**config.mk**
```make
export PLATFORM = sky130hd
export DESIGN_NAME = mirl_top
export DESIGN_NICKNAME = d
export VERILOG_FILES = /design/src/hdl/mirl_pkg.sv /design/src/hdl/mirl_ext_if.sv /design/src/hdl/mirl_env_flags.sv /design/src/hdl/mirl_ext_detect.sv /design/src/hdl/mirl_top.sv
export SDC_FILE = /design/constraint.sdc
export NUM_CORES = 1
export LEC_CHECK = 0
export BUFFER_PORTS_ARGS = -buffer_cell sky130_fd_sc_hd__buf_4
export CORE_UTILIZATION = 45
export DETAILED_ROUTE_END_ITERATION = 16
export GPL_TIMING_DRIVEN = 0
export PLACE_DENSITY = 0.75
export SYNTH_ARGS = -nofsm -noshare
export SYNTH_HDL_FRONTEND = slang
export SYNTH_SLANG_ARGS = --single-unit
export TNS_END_PERCENT = 10
```
**constraint.sdc**
```tcl
create_clock -name clock_i -period 1.84 [get_ports clock_i]
set_input_delay 0.368 -clock clock_i [delete_from_list [all_inputs] [get_ports clock_i]]
set_output_delay 0.368 -clock clock_i [all_outputs]
set_load 0.02 [all_outputs]
```
**src/hdl/mirl_pkg.sv**
```systemverilog
/*
 * Shared constants, types and helpers for the interrupt request logic.
 * Assumes an 8-bit register port and a 16-bit vector address space.
 */
package mirl_pkg;
    // ------------------------------------------------------------------
    // Widths and source counts
    // ------------------------------------------------------------------
    localparam int ADDR_W    = 8;
    localparam int DATA_W    = 8;
    localparam int VEC_W     = 16;
    localparam int NUM_ENV   = 3;
    localparam int NUM_WTIM  = 5;
    localparam int NUM_SHORT = 2;
    localparam int NUM_SYNC  = 7;

    // ------------------------------------------------------------------
    // Register offsets
    // ------------------------------------------------------------------
    localparam logic [ADDR_W-1:0] OFS_SYSTEM_CONTROL     = 8'h0A;
    localparam logic [ADDR_W-1:0] OFS_EXCEPTION_STATUS   = 8'h29;
    localparam logic [ADDR_W-1:0] OFS_EXCEPTION_CONTROL  = 8'h2A;
    localparam logic [ADDR_W-1:0] OFS_CORE_TIMER_CONTROL = 8'h2B;
    localparam logic [ADDR_W-1:0] OFS_SOURCE_STATUS      = 8'h2C;

    // ------------------------------------------------------------------
    // Field positions and reset values
    // ------------------------------------------------------------------
    localparam int SC_SENSE_HI_BIT = 7;
    localparam int SC_SENSE_LO_BIT = 6;
    localparam int SC_ENABLE_BIT   = 5;
    localparam int ES_RESTORED_BIT = 7;
    localparam int ES_PORTC4_BIT   = 6;
    localparam int CT_OVF_BIT      = 1;
    localparam int CT_PER_BIT      = 0;
    localparam logic [1:0]          SENSE_RST  = 2'h0;
    localparam logic                EXT_EN_RST = 1'h1;
    localparam logic [NUM_ENV-1:0]  ENV_RST    = 3'h0;
    localparam logic [1:0]          CT_EN_RST  = 2'h0;
    localparam logic [NUM_SYNC-1:0] SYNC_RST   = 7'h40;

    // ------------------------------------------------------------------
    // Pin sensitivity modes and vectors
    // ------------------------------------------------------------------
    localparam logic [1:0] SENSE_FALL_LOW = 2'h0;
    localparam logic [1:0] SENSE_FALL     = 2'h1;
    localparam logic [1:0] SENSE_RISE     = 2'h2;
    localparam logic [1:0] SENSE_BOTH     = 2'h3;
    localparam logic [VEC_W-1:0] VEC_EXT   = 16'h3FFA;
    localparam logic [VEC_W-1:0] VEC_CTIM  = 16'h3FF8;
    localparam logic [VEC_W-1:0] VEC_WTIM  = 16'h3FF6;
    localparam logic [VEC_W-1:0] VEC_ENV   = 16'h3FF4;
    localparam logic [VEC_W-1:0] VEC_NONE  = 16'h0000;

    typedef enum logic [1:0] {ST_IDLE, ST_STACK, ST_VECTOR} mirl_state_e;

    // Highest vector address wins among the pending requests.
    function automatic logic [VEC_W-1:0] mirl_pick_vector(
        input logic ext, input logic ctim, input logic wtim,
        input logic env);
        return ext  ? VEC_EXT  :
               ctim ? VEC_CTIM :
               wtim ? VEC_WTIM :
               env  ? VEC_ENV  : VEC_NONE;
    endfunction
endpackage

```
**src/hdl/mirl_ext_if.sv**
```systemverilog
/*
 * Carrier between the request logic and its pin detector.
 * Assumes both ends run on the same clock.
 */
`timescale 1ns/1ns
interface mirl_ext_if;
    logic       pin_level;  // Synchronised pin level.
    logic [1:0] sense_sel;  // Selected sensitivity mode.
    logic       enable;     // External interrupt enable.
    logic       clear;      // Discard the latched event.
    logic       event_hit;  // Selected edge seen this cycle.
    logic       pending;    // Latched edge event.
    logic       request;    // Request toward the arbiter.
    modport ctrl (output pin_level, sense_sel, enable, clear,
                  input event_hit, pending, request);
    modport det  (input pin_level, sense_sel, enable, clear,
                  output event_hit, pending, request);
endinterface // mirl_ext_if

```
**src/hdl/mirl_env_flags.sv**
```systemverilog
/*
 * Hysteresis flags for the environmental detectors.
 * Assumes set and clear conditions are synchronised levels.
 */
`timescale 1ns/1ns
module mirl_env_flags #(
    parameter int N = mirl_pkg::NUM_ENV  // Number of flags.
) (
    input  wire logic         clock_i,   // System clock.
    input  wire logic         rst_i,     // Asynchronous reset, high.
    input  wire logic         clk_en_i,  // Clock enable.
    input  wire logic [N-1:0] set_i,     // Trip condition reached.
    input  wire logic [N-1:0] clear_i,   // Release condition reached.
    output logic      [N-1:0] flag_o     // Held flags.
);
    // A flag holds between the two trip points; set wins.
    always_ff @(posedge clock_i or posedge rst_i) begin
        if (rst_i) begin
            flag_o <= mirl_pkg::ENV_RST;
        end else if (clk_en_i) begin
            flag_o <= (flag_o & ~clear_i) | set_i;  // RULE_14 RULE_15 RULE_16
        end
    end
endmodule // mirl_env_flags

```
**src/hdl/mirl_ext_detect.sv**
```systemverilog
/*
 * External pin edge and level detector with a one-deep event latch.
 * Assumes the pin level has already been synchronised.
 */
`timescale 1ns/1ns
module mirl_ext_detect (
    input wire logic clock_i,   // System clock.
    input wire logic rst_i,     // Asynchronous reset, high.
    input wire logic clk_en_i,  // Clock enable.
    mirl_ext_if.det  ext        // Detector side of the carrier.
);
    logic prev_level;
    logic latch;
    wire  fall      = prev_level & ~ext.pin_level;
    wire  rise      = ~prev_level & ext.pin_level;
    wire  low_level = (ext.sense_sel == mirl_pkg::SENSE_FALL_LOW)
                      & ~ext.pin_level;

    // Edge selection per sensitivity mode.
    assign ext.event_hit =
        (ext.sense_sel == mirl_pkg::SENSE_RISE) ? rise :  // RULE_03
        (ext.sense_sel == mirl_pkg::SENSE_BOTH) ? (rise | fall) : fall;
    assign ext.pending = latch;
    // Level term bypasses the latch so it is never stored.
    assign ext.request = ext.enable & (latch | low_level);  // RULE_21

    // A new event wins over a clear in the same cycle.
    always_ff @(posedge clock_i or posedge rst_i) begin
        if (rst_i) begin
            prev_level <= 1'h1;
            latch      <= 1'h0;
        end else if (clk_en_i) begin
            prev_level <= ext.pin_level;
            if (ext.event_hit) begin
                latch <= 1'h1;  // RULE_08
            end else if (ext.clear) begin
                latch <= 1'h0;  // RULE_09
            end
        end
    end
endmodule // mirl_ext_detect

```
**src/hdl/mirl_top.sv**
```systemverilog
/*
 * Interrupt request logic: pin detector control, source gathering,
 * recognition, stacking handshake and vector selection.
 * Assumes the core sets its global mask on mask_set_o in the same edge,
 * and that timer and port flags come from logic on this clock.
 */
// Our own choice: the address-and-strobe port.
// Operation
// [RULE_01] Pin recognised: mask clear, enabled, sensed.
// [RULE_02] Recognition stacks, sets mask, fetches 3FFA vector.
// [RULE_03] Select bits pick one of four sensitivities.
// [RULE_04] Select bits writable only masked; reset zero.
// [RULE_05] Enable writable only masked; reset set.
// [RULE_06] Option writes ignored while mask clear.
// [RULE_07] Changing sensitivity discards pending pin request.
// [RULE_08] Edge latched while disabled, pending until enabled.
// [RULE_09] Latch cleared at service; level never latched.
// [RULE_10] Timer wrap with enable requests core timer.
// [RULE_11] Periodic tick with enable requests core timer.
// [RULE_12] Any enabled wide timer flag requests 3FF6.
// [RULE_13] Any enabled environmental flag requests 3FF4.
// [RULE_14] Overtemperature flag has set/clear hysteresis.
// [RULE_15] Overvoltage flag has set/clear hysteresis.
// [RULE_16] Undervoltage flag has set/clear hysteresis.
// [RULE_17] Software disables and polls before re-enabling.
// [RULE_18] Enabled port C short flags request 3FF4.
// [RULE_19] Highest pending vector address serviced first.
// [RULE_20] Global mask blocks all hardware requests.
// [RULE_21] Low-level mode requests while pin stays low.
// [RULE_22] Each vector ORs flags ANDed with enables.
`timescale 1ns/1ns
module mirl_top (
    input  wire logic                        clock_i,     // 25 MHz clock.
    input  wire logic                        rst_i,       // Async reset.
    input  wire logic                        clk_en_i,    // Clock enable.
    input  wire logic [mirl_pkg::ADDR_W-1:0] reg_addr_i,  // Reg address.
    input  wire logic [mirl_pkg::DATA_W-1:0] reg_wdata_i, // Write data.
    input  wire logic                        reg_wr_i,    // Write strobe.
    input  wire logic                        reg_rd_i,    // Read strobe.
    output logic      [mirl_pkg::DATA_W-1:0] reg_rdata_o, // Read data.
    input  wire logic                        global_mask_i, // Core I bit.
    input  wire logic                        irq_pin_n_i, // External pin.
    input  wire logic                        ot_above_hi_i, // Temp high.
    input  wire logic                        ot_below_lo_i, // Temp low.
    input  wire logic                        ov_above_hi_i, // Supply high.
    input  wire logic                        ov_below_lo_i, // Supply ok.
    input  wire logic                        uv_below_lo_i, // Supply low.
    input  wire logic                        uv_above_hi_i, // Supply ok.
    input  wire logic                        tick_overflow_flag_i, // Wrap.
    input  wire logic                        periodic_flag_i, // Tick.
    input  wire logic [mirl_pkg::NUM_WTIM-1:0] wide_timer_status_i, // Fl.
    input  wire logic [mirl_pkg::NUM_WTIM-1:0] wide_timer_control_i, // En.
    input  wire logic [mirl_pkg::NUM_SHORT-1:0] portc_short_flag_i, // Fl.
    input  wire logic [mirl_pkg::NUM_SHORT-1:0] portc_short_enable_i, // En.
    input  wire logic                        clock_restored_status_i, // St.
    input  wire logic                        portc4_current_limit_i, // St.
    input  wire logic                        stack_done_i, // Stack done.
    output logic                             stack_push_o, // Stack now.
    output logic                             mask_set_o,   // Set I bit.
    output logic                             vector_valid_o, // Fetch.
    output logic      [mirl_pkg::VEC_W-1:0]  vector_addr_o, // Vector high.
    output logic                             request_o     // Any request.
);
    // ------------------------------------------------------------------
    // Declarations
    // ------------------------------------------------------------------
    logic [mirl_pkg::NUM_SYNC-1:0] sync_meta;
    logic [mirl_pkg::NUM_SYNC-1:0] sync_out;
    logic [1:0]                    sense_sel;
    logic                          ext_int_enable;
    logic [mirl_pkg::NUM_ENV-1:0]  env_enable;
    logic                          tick_overflow_enable;
    logic                          periodic_int_enable;
    logic [mirl_pkg::NUM_ENV-1:0]  env_flag;
    logic [mirl_pkg::VEC_W-1:0]    captured_vec;
    mirl_pkg::mirl_state_e         state;
    mirl_pkg::mirl_state_e         next_state;
    mirl_ext_if                    ext_if ();

    // ------------------------------------------------------------------
    // Input synchronisers
    // ------------------------------------------------------------------
    // Asynchronous pin and comparators pass two flip-flops.
    always_ff @(posedge clock_i or posedge rst_i) begin
        if (rst_i) begin
            sync_meta <= mirl_pkg::SYNC_RST;
            sync_out  <= mirl_pkg::SYNC_RST;
        end else if (clk_en_i) begin
            sync_meta <= {irq_pin_n_i, ot_above_hi_i, ot_below_lo_i,
                          ov_above_hi_i, ov_below_lo_i, uv_below_lo_i,
                          uv_above_hi_i};
            sync_out  <= sync_meta;
        end
    end

    // Named views of the synchronised levels.
    wire pin_level = sync_out[6];
    wire ot_set    = sync_out[5];
    wire ot_clr    = sync_out[4];
    wire ov_set    = sync_out[3];
    wire ov_clr    = sync_out[2];
    wire uv_set    = sync_out[1];
    wire uv_clr    = sync_out[0];

    // ------------------------------------------------------------------
    // Register decode
    // ------------------------------------------------------------------
    // Address hits and write qualification.
    wire hit_sc  = reg_addr_i == mirl_pkg::OFS_SYSTEM_CONTROL;
    wire hit_es  = reg_addr_i == mirl_pkg::OFS_EXCEPTION_STATUS;
    wire hit_ec  = reg_addr_i == mirl_pkg::OFS_EXCEPTION_CONTROL;
    wire hit_ct  = reg_addr_i == mirl_pkg::OFS_CORE_TIMER_CONTROL;
    wire hit_ss  = reg_addr_i == mirl_pkg::OFS_SOURCE_STATUS;
    wire sc_take = reg_wr_i & hit_sc & global_mask_i;  // RULE_04 RULE_05 RULE_06
    wire [1:0] wr_sense = {reg_wdata_i[mirl_pkg::SC_SENSE_HI_BIT],
                           reg_wdata_i[mirl_pkg::SC_SENSE_LO_BIT]};
    wire sense_change = sc_take & (wr_sense != sense_sel);  // RULE_07

    // Control registers written by software.
    always_ff @(posedge clock_i or posedge rst_i) begin
        if (rst_i) begin
            sense_sel            <= mirl_pkg::SENSE_RST;   // RULE_04
            ext_int_enable       <= mirl_pkg::EXT_EN_RST;  // RULE_05
            env_enable           <= mirl_pkg::ENV_RST;
            tick_overflow_enable <= mirl_pkg::CT_EN_RST[mirl_pkg::CT_OVF_BIT];
            periodic_int_enable  <= mirl_pkg::CT_EN_RST[mirl_pkg::CT_PER_BIT];
        end else if (clk_en_i) begin
            if (sc_take) begin
                sense_sel      <= wr_sense;
                ext_int_enable <= reg_wdata_i[mirl_pkg::SC_ENABLE_BIT];
            end
            if (reg_wr_i & hit_ec) begin
                env_enable <= reg_wdata_i[mirl_pkg::NUM_ENV-1:0];
            end
            if (reg_wr_i & hit_ct) begin
                tick_overflow_enable <= reg_wdata_i[mirl_pkg::CT_OVF_BIT];
                periodic_int_enable  <= reg_wdata_i[mirl_pkg::CT_PER_BIT];
            end
        end
    end

    // ------------------------------------------------------------------
    // Pin detector and environmental flags
    // ------------------------------------------------------------------
    wire servicing_ext = (state == mirl_pkg::ST_VECTOR)
                         & (vector_addr_o == mirl_pkg::VEC_EXT);
    assign ext_if.pin_level = pin_level;
    assign ext_if.sense_sel = sense_sel;
    assign ext_if.enable    = ext_int_enable;
    assign ext_if.clear     = sense_change | servicing_ext;  // RULE_07 RULE_09

    mirl_ext_detect u_ext (
        .clock_i  (clock_i),
        .rst_i    (rst_i),
        .clk_en_i (clk_en_i),
        .ext      (ext_if.det)
    );

    // Flag order is overtemperature, overvoltage, undervoltage.
    mirl_env_flags #(.N(mirl_pkg::NUM_ENV)) u_env (
        .clock_i  (clock_i),
        .rst_i    (rst_i),
        .clk_en_i (clk_en_i),
        .set_i    ({ot_set, ov_set, uv_set}),  // RULE_14 RULE_15 RULE_16
        .clear_i  ({ot_clr, ov_clr, uv_clr}),
        .flag_o   (env_flag)
    );

    // ------------------------------------------------------------------
    // Request gathering
    // ------------------------------------------------------------------
    // Each shared vector ORs its flags gated by their enables.
    wire ext_req  = ext_if.request;  // RULE_01
    wire ctim_req = (tick_overflow_flag_i & tick_overflow_enable)  // RULE_10
                  | (periodic_flag_i & periodic_int_enable);  // RULE_11 RULE_22
    wire wtim_req = |(wide_timer_status_i & wide_timer_control_i);  // RULE_12
    wire env_req  = |(env_flag & env_enable)  // RULE_13
                  | |(portc_short_flag_i & portc_short_enable_i);  // RULE_18
    wire any_req  = ext_req | ctim_req | wtim_req | env_req;
    wire [mirl_pkg::VEC_W-1:0] best_vec =
        mirl_pkg::mirl_pick_vector(ext_req, ctim_req, wtim_req, env_req);
    assign request_o = any_req;

    // ------------------------------------------------------------------
    // Recognition and vectoring
    // ------------------------------------------------------------------
    // Recognition only while the global mask is clear.
    always_comb begin
        next_state = state;
        case (state)
            mirl_pkg::ST_IDLE: begin
                if (any_req & ~global_mask_i) begin
                    next_state = mirl_pkg::ST_STACK;  // RULE_01 RULE_20
                end
            end
            mirl_pkg::ST_STACK: begin
                if (stack_done_i) begin
                    next_state = mirl_pkg::ST_VECTOR;  // RULE_02
                end
            end
            mirl_pkg::ST_VECTOR: begin
                next_state = mirl_pkg::ST_IDLE;
            end
            default: begin
                next_state = mirl_pkg::ST_IDLE;
            end
        endcase
    end

    // State, captured entry vector and chosen vector.
    always_ff @(posedge clock_i or posedge rst_i) begin
        if (rst_i) begin
            state         <= mirl_pkg::ST_IDLE;
            captured_vec  <= mirl_pkg::VEC_NONE;
            vector_addr_o <= mirl_pkg::VEC_NONE;
        end else if (clk_en_i) begin
            state <= next_state;
            if (state == mirl_pkg::ST_IDLE) begin
                captured_vec <= best_vec;
            end
            if ((state == mirl_pkg::ST_STACK) & stack_done_i) begin
                // Re-arbitrate after stacking; keep entry vector if gone.
                vector_addr_o <= any_req ? best_vec : captured_vec;  // RULE_19
            end
        end
    end

    assign stack_push_o   = state == mirl_pkg::ST_STACK;  // RULE_02
    assign vector_valid_o = state == mirl_pkg::ST_VECTOR;
    assign mask_set_o     = state == mirl_pkg::ST_VECTOR;  // RULE_02

    // ------------------------------------------------------------------
    // Read port
    // ------------------------------------------------------------------
    // Read multiplexer; unmapped addresses read zero.
    wire [mirl_pkg::DATA_W-1:0] sc_val = {sense_sel, ext_int_enable, 5'h00};
    wire [mirl_pkg::DATA_W-1:0] es_val = {clock_restored_status_i,
                                          portc4_current_limit_i, 3'h0,
                                          env_flag};
    wire [mirl_pkg::DATA_W-1:0] ec_val = {5'h00, env_enable};
    wire [mirl_pkg::DATA_W-1:0] ct_val = {6'h00, tick_overflow_enable,
                                          periodic_int_enable};
    wire [mirl_pkg::DATA_W-1:0] ss_val = {4'h0, ext_if.pending, ctim_req,
                                          wtim_req, env_req};
    wire [mirl_pkg::DATA_W-1:0] rd_mux = hit_sc ? sc_val :
                                         hit_es ? es_val :
                                         hit_ec ? ec_val :
                                         hit_ct ? ct_val :
                                         hit_ss ? ss_val : 8'h00;

    // Read data stand for exactly the cycle after the strobe.
    always_ff @(posedge clock_i or posedge rst_i) begin
        if (rst_i) begin
            reg_rdata_o <= 8'h00;
        end else if (clk_en_i) begin
            reg_rdata_o <= reg_rd_i ? rd_mux : 8'h00;
        end
    end
endmodule // mirl_top

```
## Word level (Yosys, flattened, before mapping)

Index checks and enable logic that the tools add are counted.

| operators by class | value |
|---|---|
| equal/unequal tests | 13 |
| muxes and demuxes | 18 |
| bitwise operators | 31 |
| reductions and logical operators | 13 |

Operators by type and width:

| cell | number |
|---|---|
| 14-bit two-way mux | 4 |
| 8-bit by 6-bit equality test with 1-bit output, second input constant | 4 |
| 8-bit two-way mux | 3 |
| 16-bit by 14-bit equality test with 1-bit output, second input constant | 1 |
| 16-bit two-way mux | 1 |
| 1-bit bitwise AND | 14 |
| 4-bit two-way mux | 3 |
| 2-bit AND reduction | 6 |
| 8-bit by 4-bit equality test with 1-bit output, second input constant | 1 |
| 1-bit bitwise OR | 8 |
| 3-bit bitwise AND | 2 |
| 2-bit equality test, second input constant | 3 |
| 5-bit bitwise AND | 1 |
| 5-bit OR reduction | 1 |
| 2-bit zero test | 2 |
| 1-bit two-way mux | 4 |
| 2-bit two-way mux | 2 |
| 2-bit != test, second input constant | 2 |
| 2-bit one-hot mux with 2 select lines | 1 |
| 1-bit NOT | 3 |
| 3-bit NOT | 1 |
| 3-bit bitwise OR | 1 |
| 3-bit AND reduction | 1 |
| 3-bit OR reduction | 1 |
| other kinds (5) | 5 |

| storage, ports and cells | value |
|---|---|
| bits in registers | 69 |
| output and inout port bits | 28 |

## Depth between registers and ports, before layout

| logic depth | value |
|---|---|
| depth after elaboration | 10 |
| mapped depth | 6 |

## Hierarchy

A second synthesis with hierarchy kept.

| second synthesis, totals | value |
|---|---|
| cells, all modules | 214 |
| area total of the unflattened synthesis | 2308.5 µm² |

Modules (own cells, without submodules):

| module | times used | cells an instance | area an instance (µm²) | sequential area each (µm²) |
|---|---|---|---|---|
| mirl_top | 1 | 187 | 2034.5 | 979.7 |
| mirl_ext_detect | 1 | 17 | 157.7 | 51.3 |
| mirl_env_flags | 1 | 10 | 116.4 | 75.1 |

## Least setup slack after synthesis

No wires, ideal clock.

| path | value |
|---|---|
| path kind | input port to flip-flop |
| start | in reg_addr_i[2] (netlist bit) |
| end | reg sense_sel[0] (netlist: ext_if.sense_sel[0]) |
| setup time | 0.125 ns |
| arrival time | 1.898 ns |
| required time | 1.715 ns |
| slack | -0.183 ns |
| stages | 4 |
| buffers on the path | 1 |
| path through | or4b_1 > buf_2 > or4_4 > mux2_4 |

| on the way | value |
|---|---|
| word-level cells in the longest chain between the ends | 4 |

RTL lines:

| what | line | text |
|---|---|---|
| start: declaration | mirl_top.sv:36 | `input wire logic [mirl_pkg::ADDR_W-1:0] reg_addr_i,` |
| 8-bit by 4-bit equality test with 1-bit output | mirl_top.sv:109 | `wire hit_sc = reg_addr_i == mirl_pkg::OFS_SYSTEM_CONTROL;` |
| 1-bit bitwise AND (2 in series) | mirl_top.sv:114 | `wire sc_take = reg_wr_i & hit_sc & global_mask_i;` |
| 2-bit AND reduction (no source line) | - |  |
| end signal: assignment | mirl_top.sv:122 | `sense_sel <= mirl_pkg::SENSE_RST;` |
| end signal: assignment | mirl_top.sv:129 | `sense_sel <= wr_sense;` |
| end: declaration | mirl_top.sv:69 | `logic [1:0] sense_sel;` |

No other way between the ends.
A chain may end at the register's enable or synchronous reset.

## Final worst setup path

| path | value |
|---|---|
| start | reg ext_int_enable (netlist: ext_if.enable) |
| end | out request_o |

| on the way | value |
|---|---|
| word-level cells in the longest chain between the ends | 4 |

RTL lines:

| what | line | text |
|---|---|---|
| start: declaration | mirl_top.sv:70 | `logic ext_int_enable;` |
| start signal: assignment | mirl_top.sv:123 | `ext_int_enable <= mirl_pkg::EXT_EN_RST;` |
| start signal: assignment | mirl_top.sv:130 | `ext_int_enable <= reg_wdata_i[mirl_pkg::SC_ENABLE_BIT];` |
| 1-bit bitwise AND | mirl_ext_detect.sv:25 | `assign ext.request = ext.enable & (latch \| low_level);` |
| 1-bit bitwise OR (3 in series) | mirl_top.sv:179 | `wire any_req = ext_req \| ctim_req \| wtim_req \| env_req;` |
| end: declaration | mirl_top.sv:62 | `output logic request_o` |

No other way between the ends.

==> results.py <==
metrics = {
    "run": {
        "maxCapViolCount": 0,
    },
    "critical_path": {
        "cp_top_family": "simple AND/OR/NAND/NOR gates",
        "cpPeakStageDelay_ns": 0.54,
        "r2r_cells": 5,
        "worstSetupPathType": "reg2out",
        "worstPathMaxFanout": 2,
        "crit_chain": "or4b_4 > nand3_4 > nor3_4 > inv_1 > buf_6",
        "critPathCaptureType": "output port",
        "r2r-start": "u_env.flag_o[0]$_DFFE_PP0P_",
        "slowest_stage": "dfstp_2",
        "cp_data_required_time_ns": 1.47,
        "path_buf_inv": 2,
        "reg2reg_slack_ns": 0.08,
        "start_kind": "flip-flop",
        "r2r_end": "reg_rdata_o[0]$_DFFE_PP0P_",
        "arrival_ns": 1.65,
    },
    "drt": {
        "wl_per_cell_um": 14.4,
        "ant_nets": 0,
        "vias": 1957,
        "drt-vias-per-instance": 5.32,
        "drtPass1Iterations": 4,
        "wirelength_um": 5290,
        "drc": 0,
        "drtIter0Drc": 123,
    },
    "yosys": {
        "ys_ff_latch": 44,
        "synth-simple-area-share_pct": 15.0,
        "synth_ff_type": "dfrtp_1",
        "synth_area_leader_cell": "dfrtp_1",
        "synth_cell_types": 48,
        "synth_compound_area_share_pct": 15.5,
        "yosysWarnings": 0,
        "avgSynthCellArea_um2": 10.6,
        "synthAdderAreaFrac_pct": 1.11,
        "synth_enable_flop_cells": 0,
        "async_flop_share_pct": 100,
        "synth.top_cells.by_area": "dfrtp_1 44%, mux2_2 8.5%, buf_4 4.7%",
        "synthCells": 213,
        "synth_top_family_by_area": "compound AO/OA/AOI/OAI gates",
        "ys_seq_area_share_pct": 49.0,
        "synthesis.area_um2": 2260,
        "synthTopCellsByCount": "40 x dfrtp_1, 20 x nand2_1, 17 x mux2_2, 14 x buf_4, 12 x nor2_1",
        "synth.most_common_cell": "dfrtp_1",
        "synth_xor_xnor_area_share_pct": 0.776,
        "synth_top_cell_area_share_pct": 44.4,
        "muxShareOfSynthArea_pct": 10.9,
    },
    "layout": {
        "regArea_um2": 1110,
        "finalNetCount": 350,
        "stdcell_count": 368,
        "diodes": 0,
        "nFillCells": 408,
        "area_delta_synth_final_pct": 37.9,
        "multi_input_area_um2": 1040,
        "drive_gt1_share_pct": 45.2,
    },
    "global_routing": {
        "grt_use_total_pct": 21.6,
        "antenna_found_initial": 0,
        "grt.overflow.total": 0,
        "grt_max_degree": 32,
        "grt_pass1_wl_um": 8780,
        "grt_pass1_vias": 1920,
    },
    "power": {
        "max-vdd-ir-drop_mv": 0.675,
        "finalPower_w": 0.00269,
        "p_per_area_nw_per_um2": 866,
        "power.leakage_nw": 1.45,
    },
    "die": {
        "start_util_pct": 47.1,
        "die_w_um": 72.8,
        "io_pins": 76,
        "dieArea_um2": 5300,
        "coreArea_um2": 4790,
        "row_count": 25,
        "die_h_um": 72.8,
    },
    "clock_network": {
        "clk_latency_ns": 0.29,
        "numCtsBuffers": 5,
        "cts_tree": "built",
        "clk_pin_slew_worst_paths_ns": 0.08,
        "cts-root-buf": "clkbuf_8",
        "hold_buffers": 0,
        "clock-sinks": 44,
        "cts_max_level": 2,
        "clock_path_buffers": 2,
    },
    "sta": {
        "tightestPinTransition_ns": 0.706,
        "rsz0062_at_grt": "yes",
        "fin_crit_sh_pct": 110,
        "slew_viol_final": 0,
        "hold_violations": 0,
        "layout_setup_ws_ns": -0.175,
        "slew_headroom_pct": 52.6,
        "max_freq_ghz": 0.496,
        "setup_viol": 2,
        "period_needed_ns": 2.02,
        "fin_skew_ns": 0.00604,
    },
    "run_status": {
        "status": "complete, but fails checks",
        "violations": "negative setup slack",
    },
    "placement": {
        "gp_congestion": 0.857,
        "place_inst": 353,
        "post-dp-hpwl_um": 3890,
        "io_buffers": 69,
    },
    "worst_hold_path": {
        "min_path_type": "in2async",
    },
}
layer usage:
metal / track usage [%] / up-vias / wire (um) / share of wire, %
li1: - / 933 / - / -
met1: 28.3 / 941 / 2380 / 45
met2: 35.5 / 73 / 2490 / 47
met3: 4.70 / 10 / 333 / 6.3
met4: 7.41 / 0 / 91 / 1.7
met5: 0 / - / 0 / 0
metrics by stage:
step | instance area [um^2] | setup slack [ns] | hold slack [ns] | utilization (%) | setup TNS [ns]
floorplan | 2280 | -0.158 | 0.465 | - | -0.984
global placement | 2880 | -0.400 | 0.473 | 60.2 | -8.87
detailed placement | 2900 | -0.425 | 0.347 | 60.6 | -3.29
CTS | 3110 | -0.185 | 0.0315 | 65.0 | -0.190
global route | 3110 | -0.248 | 0.0410 | 65.0 | -0.265
finish | 3110 | -0.175 | 0.0218 | 65.0 | -0.180
what timing repair did:
action / 4_1_cts / 5_1_grt
setup buffers: 7 / 0
gates resized for setup: 11 / 2
pin swaps: 6 / 0
endpoints found under the setup margin: 7 / 6
cells in the final DEF, fill, tap and decap left out, types with 3 or more instances in the layout:
cell and n:
clkbuf_8 5, clkbuf_1 3, dfstp_2 4, a32o_1 3, mux2_2 17, a22oi_1 5, inv_1 9, nand2_1 19
a21oi_1 7, conb_1 4, buf_6 3, mux2_4 3, nor3_1 7, dfrtp_1 39, nor2_1 12, o21ai_0 11
nand2b_1 5, buf_4 88, o2bb2ai_1 3, a22o_1 5
power breakdown:
part           switching [W]  internal [W]  total [W]  leakage [nW]
combinational       0.000370      0.000367   0.000737         0.862
sequential          0.000109       0.00112    0.00123         0.530
clock               0.000320      0.000403   0.000723        0.0552
total               0.000800       0.00189    0.00269          1.45
flip-flops by register name, summed over array words and instances (netlist names):
signal	count
u_ext.prev_level	1
env_enable	3
u_ext.ext.pending	1
state	2
ext_if.enable	1
periodic_int_enable	1
sync_meta	7
captured_vec	4
sync_out	7
ext_if.sense_sel	2
tick_overflow_enable	1
vector_addr_o	4
u_env.flag_o	3
reg_rdata_o	7
worst max path at each step:
| stage | endpoint | depth (start not counted) | slack, ns | from |
|---|---|---|---|---|
| floorplan | ext_if.sense_sel[0]$_DFFE_PP0P_ | 4 | -0.16 | reg_addr_i[2] |
| global placement | env_enable[1]$_DFFE_PP0P_ | 5 | -0.40 | reg_addr_i[2] |
| detailed placement | env_enable[2]$_DFFE_PP0P_ | 5 | -0.42 | reg_addr_i[2] |
| CTS | request_o | 5 | -0.19 | ext_if.enable$_DFFE_PP1P_ |
| global route | request_o | 5 | -0.25 | u_env.flag_o[0]$_DFFE_PP0P_ |
| finish | request_o | 5 | -0.18 | ext_if.enable$_DFFE_PP1P_ |
final cells by class:
class / count / share of cell area (%)
Clock inverter: 2 / 1.13
Timing Repair Buffer: 77 / 19.2
Clock buffer: 6 / 2.33
Multi-Input combinational cell: 141 / 33.3
Tap cell: 67 / 2.70
Sequential cell: 44 / 35.6
Buffer: 20 / 4.38
Inverter: 11 / 1.33
logic make-up (layout without fill, tap and decap cells):
family | Yosys count | count (layout)
multiplexers | 21 | 21
buffers and inverters | 31 | 116
adder cells (fa/ha/maj) | 2 | 2
flip-flops | 44 | 44
other | 1 | 4
AO/OA/AOI/OAI | 48 | 48
AND/OR/NAND/NOR | 64 | 64
XOR/XNOR | 2 | 2
No activity file was read; power rests on OpenSTA's default activity.
